## config.mk

```make
export PLATFORM = sky130hd
export DESIGN_NAME = serial_link_alarm_monitor
export DESIGN_NICKNAME = d
export VERILOG_FILES = /design/src/alarm_pkg.sv /design/src/alarm_regbank.sv /design/src/serial_link_alarm_monitor.sv
export SDC_FILE = /design/constraint.sdc
export NUM_CORES = 1
export LEC_CHECK = 0
export BUFFER_PORTS_ARGS = -buffer_cell sky130_fd_sc_hd__buf_2
export CAP_MARGIN = 30
export CORE_MARGIN = 4
export CORE_UTILIZATION = 40
export CTS_CLUSTER_DIAMETER = 30
export DETAILED_ROUTE_END_ITERATION = 8
export MAX_ROUTING_LAYER = met4
export RECOVER_POWER = 100
export SLEW_MARGIN = 10
export SYNTH_ARGS = -nofsm -noshare
export SYNTH_HDL_FRONTEND = slang
export SYNTH_SLANG_ARGS = --single-unit
```

## constraint.sdc

```tcl
create_clock -name mclk -period 2.7 [get_ports mclk]
set_input_delay 0.405 -clock mclk [delete_from_list [all_inputs] [get_ports mclk]]
set_output_delay 0.405 -clock mclk [all_outputs]
set_load 0.01 [all_outputs]
```

## src/alarm_pkg.sv

```systemverilog
// alarm monitor constants, register map and carrier types
// assumes an AXI4-Lite master with 32-bit data on the device clock
package alarm_pkg;
  localparam logic [11:0] agg_alarm_off  = 12'h2c0;
  localparam logic [11:0] fault_stat_off = 12'h2c1;
  localparam logic [11:0] fault_hide_off = 12'h2c2;
  localparam logic [11:0] lane_fault_off = 12'h2c4;
  localparam logic [11:0] link_ctrl_idx  = 12'h2c8;
  localparam logic [11:0] irq_stat_idx   = 12'h2c9;
  localparam logic [11:0] irq_mask_idx   = 12'h2ca;
  localparam logic [7:0]  stat_reset     = 8'h3f;
  localparam logic [7:0]  hide_reset     = 8'h3f;
  localparam logic [7:0]  lane_reset     = 8'hff;
  localparam logic [7:0]  stat_impl      = 8'h3d;
  localparam logic [7:0]  hide_impl      = 8'h3f;
  localparam int          bit_fifo       = 5;
  localparam int          bit_spll       = 4;
  localparam int          bit_link       = 3;
  localparam int          bit_realign    = 2;
  localparam int          bit_clk        = 0;
  localparam logic [1:0]  resp_okay      = 2'h0;
  localparam logic [1:0]  resp_slverr    = 2'h2;

  typedef struct packed {
    logic [7:0] lane_fault;
    logic       spll_unlock;
    logic       link_up_data;
    logic       realigned;
    logic       link_restart;
    logic       div_mismatch;
  } alarm_evt_s;

  typedef struct packed {
    logic       link_en;
    logic       mode_64b66b;
    logic       agg_pin_sel;
  } link_ctrl_s;
endpackage

```

## src/alarm_regbank.sv

```systemverilog
// sticky write-one-to-clear flag bank, set wins over clear
// assumes set and clear pulses on mclk
`timescale 1ns/100ps
module alarm_regbank #(
  parameter int        w   = 8,
  parameter logic [7:0] rst = 8'hff
) (
  input  wire logic         mclk,
  input  wire logic         nrst,
  input  wire logic [w-1:0] set_in,
  input  wire logic [w-1:0] clr_in,
  output logic      [w-1:0] flags
);
  logic [w-1:0] flags_ff;
  always_ff @(posedge mclk or negedge nrst) begin
    if (!nrst) begin
      flags_ff <= rst[w-1:0];
    end else begin
      flags_ff <= (flags_ff & ~clr_in) | set_in;
    end
  end
  assign flags = flags_ff;
endmodule

```

## src/serial_link_alarm_monitor.sv

```systemverilog
// alarm collection for the serial output link, AXI4-Lite register slave
// assumes event inputs are pins from other domains; they are synchronised here
`timescale 1ns/100ps
// Contract
// - lane buffer fault sets its status flag
// - serializer pll unlock sets its flag
// - 8b10b: enabled, not in data, sets flag
// - 64b66b: startup or link restart sets flag
// - sysref clock realignment sets flag
// - divider mismatch sets its flag
// - all status flags one after reset
// - flags other than divider undefined when disabled
// - mask bits hide flags, reset one
// - eight bit per-lane fault register, resets ff
// - one-write clears lane bit, may reset
// - clearing status fifo bit clears lanes
// - aggregate bit shows unmasked set flags
// - aggregate selectable onto calibration status pin
module serial_link_alarm_monitor
(
  input  wire logic                 mclk,
  input  wire logic                 nrst,
  input  wire alarm_pkg::alarm_evt_s evt_in,
  input  wire logic                 cal_status_in,
  output logic                      calibration_status_pin,
  output logic                      irq,
  input  wire logic [11:0]          s_axi_awaddr,
  input  wire logic                 s_axi_awvalid,
  output logic                      s_axi_awready,
  input  wire logic [31:0]          s_axi_wdata,
  input  wire logic [3:0]           s_axi_wstrb,
  input  wire logic                 s_axi_wvalid,
  output logic                      s_axi_wready,
  output logic [1:0]                s_axi_bresp,
  output logic                      s_axi_bvalid,
  input  wire logic                 s_axi_bready,
  input  wire logic [11:0]          s_axi_araddr,
  input  wire logic                 s_axi_arvalid,
  output logic                      s_axi_arready,
  output logic [31:0]               s_axi_rdata,
  output logic [1:0]                s_axi_rresp,
  output logic                      s_axi_rvalid,
  input  wire logic                 s_axi_rready
);
  import alarm_pkg::*;

  function automatic logic [11:0] byte_addr(input logic [11:0] idx);
    byte_addr = {idx[9:0], 2'b00};
  endfunction

  function automatic logic addr_hit(input logic [11:0] a, input logic [11:0] idx);
    logic [11:0] ba;
    ba = byte_addr(idx);
    addr_hit = (a[11:2] == ba[11:2]);
  endfunction

  ////////////////////////////////////////////////////////////////////////////
  // input synchronisers
  alarm_evt_s evt_s1_ff;
  alarm_evt_s evt_ff;
  logic       cal_s1_ff;
  logic       cal_ff;
  always_ff @(posedge mclk or negedge nrst) begin
    if (!nrst) begin
      evt_s1_ff <= '0;
      evt_ff    <= '0;
      cal_s1_ff <= 1'b0;
      cal_ff    <= 1'b0;
    end else begin
      evt_s1_ff <= evt_in;
      evt_ff    <= evt_s1_ff;
      cal_s1_ff <= cal_status_in;
      cal_ff    <= cal_s1_ff;
    end
  end

  ////////////////////////////////////////////////////////////////////////////
  // AXI4-Lite write channel
  logic        aw_got_ff;
  logic        w_got_ff;
  logic [11:0] awaddr_ff;
  logic [31:0] wdata_ff;
  logic [3:0]  wstrb_ff;
  logic        bvalid_ff;
  logic [1:0]  bresp_ff;
  logic        wr_go;
  logic        wr_known;

  assign s_axi_awready = !aw_got_ff && !bvalid_ff;
  assign s_axi_wready  = !w_got_ff && !bvalid_ff;
  assign wr_go         = aw_got_ff && w_got_ff && !bvalid_ff;
  assign wr_known = addr_hit(awaddr_ff, fault_stat_off) | addr_hit(awaddr_ff, fault_hide_off)
                  | addr_hit(awaddr_ff, lane_fault_off) | addr_hit(awaddr_ff, agg_alarm_off)
                  | addr_hit(awaddr_ff, link_ctrl_idx) | addr_hit(awaddr_ff, irq_stat_idx)
                  | addr_hit(awaddr_ff, irq_mask_idx);

  always_ff @(posedge mclk or negedge nrst) begin
    if (!nrst) begin
      aw_got_ff <= 1'b0;
      w_got_ff  <= 1'b0;
      awaddr_ff <= '0;
      wdata_ff  <= '0;
      wstrb_ff  <= '0;
      bvalid_ff <= 1'b0;
      bresp_ff  <= resp_okay;
    end else begin
      if (s_axi_awvalid && s_axi_awready) begin
        aw_got_ff <= 1'b1;
        awaddr_ff <= s_axi_awaddr;
      end
      if (s_axi_wvalid && s_axi_wready) begin
        w_got_ff <= 1'b1;
        wdata_ff <= s_axi_wdata;
        wstrb_ff <= s_axi_wstrb;
      end
      if (wr_go) begin
        aw_got_ff <= 1'b0;
        w_got_ff  <= 1'b0;
        bvalid_ff <= 1'b1;
        bresp_ff  <= wr_known ? resp_okay : resp_slverr;
      end else if (bvalid_ff && s_axi_bready) begin
        bvalid_ff <= 1'b0;
      end
    end
  end
  assign s_axi_bvalid = bvalid_ff;
  assign s_axi_bresp  = bresp_ff;

  // byte 0 write of a register
  function automatic logic wr_hit(input logic [11:0] idx);
    wr_hit = wr_go && wstrb_ff[0] && addr_hit(awaddr_ff, idx);
  endfunction

  ////////////////////////////////////////////////////////////////////////////
  // control registers
  link_ctrl_s ctrl_ff;
  logic [7:0] hide_ff;
  logic [7:0] irq_mask_ff;
  always_ff @(posedge mclk or negedge nrst) begin
    if (!nrst) begin
      ctrl_ff     <= '0;
      hide_ff     <= hide_reset;
      irq_mask_ff <= 8'h00;
    end else begin
      if (wr_hit(link_ctrl_idx)) begin
        ctrl_ff <= link_ctrl_s'(wdata_ff[2:0]);
      end
      if (wr_hit(fault_hide_off)) begin
        hide_ff <= wdata_ff[7:0] & hide_impl;
      end
      if (wr_hit(irq_mask_idx)) begin
        irq_mask_ff <= wdata_ff[7:0];
      end
    end
  end

  ////////////////////////////////////////////////////////////////////////////
  // event detection
  logic       link_en_d_ff;
  logic       realign_d_ff;
  logic       restart_d_ff;
  logic [7:0] stat_set;
  logic [7:0] stat_clr;
  logic [7:0] lane_set;
  logic [7:0] lane_clr;
  logic [7:0] stat;
  logic [7:0] lane;
  always_ff @(posedge mclk or negedge nrst) begin
    if (!nrst) begin
      link_en_d_ff <= 1'b0;
      realign_d_ff <= 1'b0;
      restart_d_ff <= 1'b0;
    end else begin
      link_en_d_ff <= ctrl_ff.link_en;
      realign_d_ff <= evt_ff.realigned;
      restart_d_ff <= evt_ff.link_restart;
    end
  end

  always_comb begin
    stat_set = 8'h00;
    stat_set[bit_fifo] = |evt_ff.lane_fault;
    stat_set[bit_spll] = evt_ff.spll_unlock;
    if (ctrl_ff.mode_64b66b) begin
      stat_set[bit_link] = (ctrl_ff.link_en && !link_en_d_ff)
                         || (evt_ff.link_restart && !restart_d_ff);
    end else begin
      stat_set[bit_link] = ctrl_ff.link_en && !evt_ff.link_up_data;
    end
    stat_set[bit_realign] = evt_ff.realigned && !realign_d_ff;
    stat_set[bit_clk] = evt_ff.div_mismatch;
    stat_clr = wr_hit(fault_stat_off) ? (wdata_ff[7:0] & stat_impl) : 8'h00;
    lane_set = evt_ff.lane_fault;
    lane_clr = (wr_hit(lane_fault_off) ? wdata_ff[7:0] : 8'h00)
             | ((wr_hit(fault_stat_off) && wdata_ff[bit_fifo]) ? 8'hff : 8'h00);
  end

  alarm_regbank #(.w(8), .rst(stat_reset)) u_stat (
    .mclk   (mclk),
    .nrst   (nrst),
    .set_in (stat_set & stat_impl),
    .clr_in (stat_clr),
    .flags  (stat)
  );

  alarm_regbank #(.w(8), .rst(lane_reset)) u_lane (
    .mclk   (mclk),
    .nrst   (nrst),
    .set_in (lane_set),
    .clr_in (lane_clr),
    .flags  (lane)
  );

  ////////////////////////////////////////////////////////////////////////////
  // aggregate alarm, pin and interrupt
  logic       agg;
  logic [7:0] irq_stat_ff;
  logic       agg_d_ff;
  assign agg = |(stat & ~hide_ff & stat_impl);

  always_ff @(posedge mclk or negedge nrst) begin
    if (!nrst) begin
      irq_stat_ff <= 8'h00;
      agg_d_ff    <= 1'b0;
      calibration_status_pin <= 1'b0;
      irq         <= 1'b0;
    end else begin
      agg_d_ff <= agg;
      irq_stat_ff <= (irq_stat_ff & ~(wr_hit(irq_stat_idx) ? wdata_ff[7:0] : 8'h00))
                   | {7'h00, agg && !agg_d_ff};
      calibration_status_pin <= ctrl_ff.agg_pin_sel ? agg : cal_ff;
      irq <= |(irq_stat_ff & irq_mask_ff);
    end
  end

  ////////////////////////////////////////////////////////////////////////////
  // AXI4-Lite read channel
  logic        rvalid_ff;
  logic [31:0] rdata_ff;
  logic [1:0]  rresp_ff;
  logic [7:0]  rd_val;
  logic        rd_ok;
  assign s_axi_arready = !rvalid_ff;
  always_comb begin
    rd_val = 8'h00;
    rd_ok  = 1'b1;
    if (addr_hit(s_axi_araddr, agg_alarm_off)) begin
      rd_val = {7'h00, agg};
    end else if (addr_hit(s_axi_araddr, fault_stat_off)) begin
      rd_val = stat | 8'h02;
    end else if (addr_hit(s_axi_araddr, fault_hide_off)) begin
      rd_val = hide_ff | 8'h02;
    end else if (addr_hit(s_axi_araddr, lane_fault_off)) begin
      rd_val = lane;
    end else if (addr_hit(s_axi_araddr, link_ctrl_idx)) begin
      rd_val = {5'h00, ctrl_ff};
    end else if (addr_hit(s_axi_araddr, irq_stat_idx)) begin
      rd_val = irq_stat_ff;
    end else if (addr_hit(s_axi_araddr, irq_mask_idx)) begin
      rd_val = irq_mask_ff;
    end else begin
      rd_ok = 1'b0;
    end
  end
  always_ff @(posedge mclk or negedge nrst) begin
    if (!nrst) begin
      rvalid_ff <= 1'b0;
      rdata_ff  <= '0;
      rresp_ff  <= resp_okay;
    end else if (s_axi_arvalid && s_axi_arready) begin
      rvalid_ff <= 1'b1;
      rdata_ff  <= {24'h000000, rd_val};
      rresp_ff  <= rd_ok ? resp_okay : resp_slverr;
    end else if (rvalid_ff && s_axi_rready) begin
      rvalid_ff <= 1'b0;
    end
  end
  assign s_axi_rvalid = rvalid_ff;
  assign s_axi_rdata  = rdata_ff;
  assign s_axi_rresp  = rresp_ff;

  ////////////////////////////////////////////////////////////////////////////
  // checks
  a_reset_flags_one: assert property (@(posedge mclk)
    $rose(nrst) |-> (stat & stat_impl) == stat_impl) else $error("flags not set after reset");
  a_fifo_sets: assert property (@(posedge mclk) disable iff (!nrst)
    |evt_ff.lane_fault |=> stat[bit_fifo]) else $error("fifo flag not set");
  a_spll_sets: assert property (@(posedge mclk) disable iff (!nrst)
    evt_ff.spll_unlock |=> stat[bit_spll]) else $error("pll flag not set");
  a_link_8b10b: assert property (@(posedge mclk) disable iff (!nrst)
    !ctrl_ff.mode_64b66b && ctrl_ff.link_en && !evt_ff.link_up_data |=> stat[bit_link])
    else $error("link flag not set");
  a_link_start: assert property (@(posedge mclk) disable iff (!nrst)
    ctrl_ff.mode_64b66b && $rose(ctrl_ff.link_en) |=> stat[bit_link])
    else $error("link start flag not set");
  a_realign_sets: assert property (@(posedge mclk) disable iff (!nrst)
    $rose(evt_ff.realigned) |=> stat[bit_realign]) else $error("realign flag not set");
  a_clk_sets: assert property (@(posedge mclk) disable iff (!nrst)
    evt_ff.div_mismatch |=> stat[bit_clk]) else $error("divider flag not set");
  a_mask_hides: assert property (@(posedge mclk) disable iff (!nrst)
    agg |-> (stat[bit_fifo] && !hide_ff[bit_fifo]) || (stat[bit_spll] && !hide_ff[bit_spll])
         || (stat[bit_link] && !hide_ff[bit_link])
         || (stat[bit_realign] && !hide_ff[bit_realign])
         || (stat[bit_clk] && !hide_ff[bit_clk]))
    else $error("masked flag leaks");
  a_lane_wipe: assert property (@(posedge mclk) disable iff (!nrst)
    wr_hit(fault_stat_off) && wdata_ff[bit_fifo] && evt_ff.lane_fault == 8'h00 |=> lane == 8'h00)
    else $error("lane bits not wiped");
  a_sticky_hold: assert property (@(posedge mclk) disable iff (!nrst)
    stat[bit_clk] && !wr_hit(fault_stat_off) |=> stat[bit_clk]) else $error("flag lost");
  a_agg_pin: assert property (@(posedge mclk) disable iff (!nrst)
    ctrl_ff.agg_pin_sel |=> calibration_status_pin == $past(agg)) else $error("pin wrong");
  c_write: cover property (@(posedge mclk) disable iff (!nrst) wr_go);
  c_irq: cover property (@(posedge mclk) disable iff (!nrst) $rose(irq));
  c_clear: cover property (@(posedge mclk) disable iff (!nrst) $fell(stat[bit_fifo]));
  a_agg_shows: assert property (@(posedge mclk) disable iff (!nrst)
    stat[bit_clk] && !hide_ff[bit_clk] |-> agg) else $error("unmasked flag not shown");
  a_lane_sets: assert property (@(posedge mclk) disable iff (!nrst)
    |evt_ff.lane_fault |=> (lane & $past(evt_ff.lane_fault)) == $past(evt_ff.lane_fault))
    else $error("lane bit not set");
  a_lane_clear: assert property (@(posedge mclk) disable iff (!nrst)
    wr_hit(lane_fault_off) && wdata_ff[0] && !evt_ff.lane_fault[0] |=> !lane[0])
    else $error("lane bit not cleared");
  a_link_restart: assert property (@(posedge mclk) disable iff (!nrst)
    ctrl_ff.mode_64b66b && $rose(evt_ff.link_restart) |=> stat[bit_link])
    else $error("link restart flag not set");
  a_irq_follows: assert property (@(posedge mclk) disable iff (!nrst)
    irq_stat_ff[0] && irq_mask_ff[0] |=> irq) else $error("interrupt not raised");
  c_link_start: cover property (@(posedge mclk) disable iff (!nrst)
    ctrl_ff.mode_64b66b && $rose(ctrl_ff.link_en));
  c_set_wins: cover property (@(posedge mclk) disable iff (!nrst)
    wr_hit(fault_stat_off) && wdata_ff[bit_spll] && evt_ff.spll_unlock);
endmodule

```

==> flow_metrics.tcl <==
set metrics [dict create \
    die_h_um 113 \
    seq_area_frac_synth_pct 59.2 \
    grt-busiest-layer "met2" \
    path_cells "nand4b_1 > or3_1 > nor4_1 > nand2_1 > a21o_1" \
    grt_use_met1_pct 19.9 \
    rsz0062_at_grt "no" \
    syn2layout_area_growth_pct 11.3 \
    start_util_pct 40.9 \
    ios 124 \
    synth.avg_cell_area_um2 12.0 \
    cts_setup_buffers 0 \
    die_area_mm2 0.0128 \
    crit_fanout 5 \
    cp.required_ns 3.00 \
    async_reset_ff_share_pct 100 \
    cpPeakStageDelay_ns 0.81 \
    final_layout_size_suffix_gt1_share_pct 26.7 \
    placeableCoreArea_mm2 0.0108 \
    hold_path.class "in2reg" \
    via_count 2916 \
    critical_path.startpoint_type "flip-flop" \
    antenna_cells 0 \
    globalRouteMet2Util_pct 23.5 \
    drt_iter0_markers 86 \
    cts.path.max_buffers 2 \
    p_leak_uw 0.00218 \
    design_area_mm2 0.00493 \
    die_width_um 113 \
    worstSkewPairLatency_ns 0.36 \
    slew_headroom_pct 29.4 \
    period_share_pct 80.8 \
    synth.area.top_cells "dfrtp_1 49%, dfstp_2 11%, mux2_2 8.9%" \
    r2r_setup_slack_ns 0.52 \
    grt_max_degree 46 \
    numPortBuffers 66 \
    cts_tree "yes" \
    cp_data_arrival_time_ns 2.48 \
    place.gp.congestion 0.829 \
    cts.sinks 104 \
    synth_edf_count 0 \
    grt_pass1_vias 2941 \
    h-tree-depth 3 \
    tightest_slew_ns 1.06 \
    synth.top_cell.area_share_pct 48.5 \
    antenna_found_initial 0 \
    power.density_mw_per_mm2 725 \
    placedCellCount 563 \
    dpl_worst_slack_ns 0.635 \
    yosysTopAreaCell "dfrtp_1" \
    cp_slowest_cell "nor4_1" \
    grt_use_met3_pct 3.21 \
    wirelength_um 9040 \
    max_freq_mhz 458 \
    cts_root_buf "clkbuf_8" \
    vias_per_cell 5.04 \
    ys_types 49 \
    worst_slack_ns 0.518 \
    cts_resized 0 \
    grt.overflow.total 0 \
    drt_pass1_iterations 4 \
    nets 515 \
    syn_inst 370 \
    ant_nets 0 \
    fin_crit_ns 2.18 \
    remaining_drc_errors 0 \
    place_area_mm2 0.00481 \
    synth.cells.most_frequent "86 x dfrtp_1, 35 x mux2_2, 26 x buf_4, 21 x a21oi_1, 19 x nor2_1" \
    endpoint_kind "flip-flop" \
    hold_viol_final 0 \
    skew_ns 0.0129 \
    rows 38 \
    final_cell_count_no_fill 579 \
    tns_ns 0 \
    crit_type "reg2reg" \
    cts_hold_buf 0 \
    cts.clk_slew.worst_paths_ns 0.10 \
    n_fill_cell 1057 \
    dpl.hpwl_um 6750 \
    slew_viol_final 0 \
    finalSetupViolations 0 \
    yosys_warnings 0 \
    synthFlopType "dfrtp_1" \
    outcome "complete, no violations" \
    synth_most_common_cell "dfrtp_1" \
    cts_buffers 9 \
    cap_viol_max_count 0 \
    grt_pass1_wl_um 15000 \
    ys_seq_elements 104 \
    synth.cell_area_mm2 0.00443 \
    wire_per_inst_um 15.6 \
    vdd_drop_max_mv 0.368 \
    grt_use_total_pct 15.3 \
]
## cell families (layout without fill, tap and decap cells)
kind of cell,after synthesis,count (layout),synth area share [%]
other cells,1,26,0.0846
flops,104,104,59.2
xor+xnor,1,1,0.198
compound gates,88,88,13.4
mux,37,37,9.34
buf+inv,52,96,6.74
simple gates,87,87,11.0
## cell type report
| cell class | instances | area, µm² | share of cell area (%) |
|---|---|---|---|
| Tap cell | 140 | 175 | 3.55 |
| Sequential cell | 104 | 2630 | 53.2 |
| Multi-Input combinational cell | 239 | 1590 | 32.2 |
| Clock inverter | 4 | 37.5 | 0.761 |
| Inverter | 11 | 41.3 | 0.837 |
| Timing Repair Buffer | 69 | 324 | 6.57 |
| Clock buffer | 12 | 145 | 2.94 |
## per-layer routing
layer  up-vias  wire, µm
li1       1393         -
met1      1401      4050
met2       105      4240
met3        17       534
met4         0       215
met5         -         0
## sequential cells by signal, indices dropped and copies added, names as in the netlist, 3 cells and up
name,count
s_axi_rdata,8
u_lane.flags,8
u_stat.flags,5
awaddr_ff,10
lane_set,8
hide_ff,5
irq_stat_ff,8
evt_ff,5
irq_mask_ff,8
evt_s1_ff,13
wdata_ff,8
ctrl_ff,3
## critical path: cells and delay by family (launching register included)
kind	cells	cell delay (ns)
and+or+nand+nor	4	1.51
DFF	1	0.39
AOI/OAI and AO/OA	1	0.21
## stage by stage
stage,hold WS [ns],total power (µW),utilization [%]
finish,0.138,3580,45.5
global route,0.101,3800,45.5
CTS,0.0271,3660,46.1
detailed placement,0.335,2730,44.4
global placement,0.335,2700,44.4
floorplan,0.109,2490,-
## cells in the final DEF (no fill, tap or decap), drive strengths merged, types with 5 or more instances in the layout
| cell type | instances |
|---|---|
| dfrtp | 86 |
| buf | 48 |
| a22o | 7 |
| nor2 | 20 |
| mux2 | 35 |
| nand2b | 16 |
| nand2 | 16 |
| nor2b | 8 |
| a21o | 5 |
| dfstp | 18 |
| a21boi | 7 |
| a31oi | 5 |
| o21ai | 15 |
| conb | 26 |
| clkbuf | 33 |
| a22oi | 8 |
| nor3 | 5 |
| a21oi | 21 |
| inv | 14 |
## path summary, 6_finish.rpt
| check | start | to | cells past startpoint |
|---|---|---|---|
| setup / recovery | awaddr_ff[10]$_DFFE_PN0P_ | u_stat.flags[3]$_DFF_PN1_ | 5 |
| hold / removal | evt_in[8] | evt_s1_ff[8]$_DFF_PN0_ | 1 |
| setup reg to reg | awaddr_ff[10]$_DFFE_PN0P_ | u_stat.flags[3]$_DFF_PN1_ | 5 |
| hold reg to reg | evt_s1_ff[1]$_DFF_PN0_ | evt_ff[1]$_DFF_PN0_ | 0 |
| max in group asynchronous | nrst | evt_s1_ff[1]$_DFF_PN0_ | 2 |
| min in group asynchronous | nrst | evt_s1_ff[8]$_DFF_PN0_ | 1 |
## power breakdown
| part | switching (µW) | leakage (µW) | total [µW] | internal (µW) |
|---|---|---|---|---|
| combinational | 300 | 0.000838 | 616 | 316 |
| clock | 541 | 0.0000935 | 918 | 377 |
| sequential | 261 | 0.00124 | 2040 | 1780 |
Power figures use the tool's default switching activity.
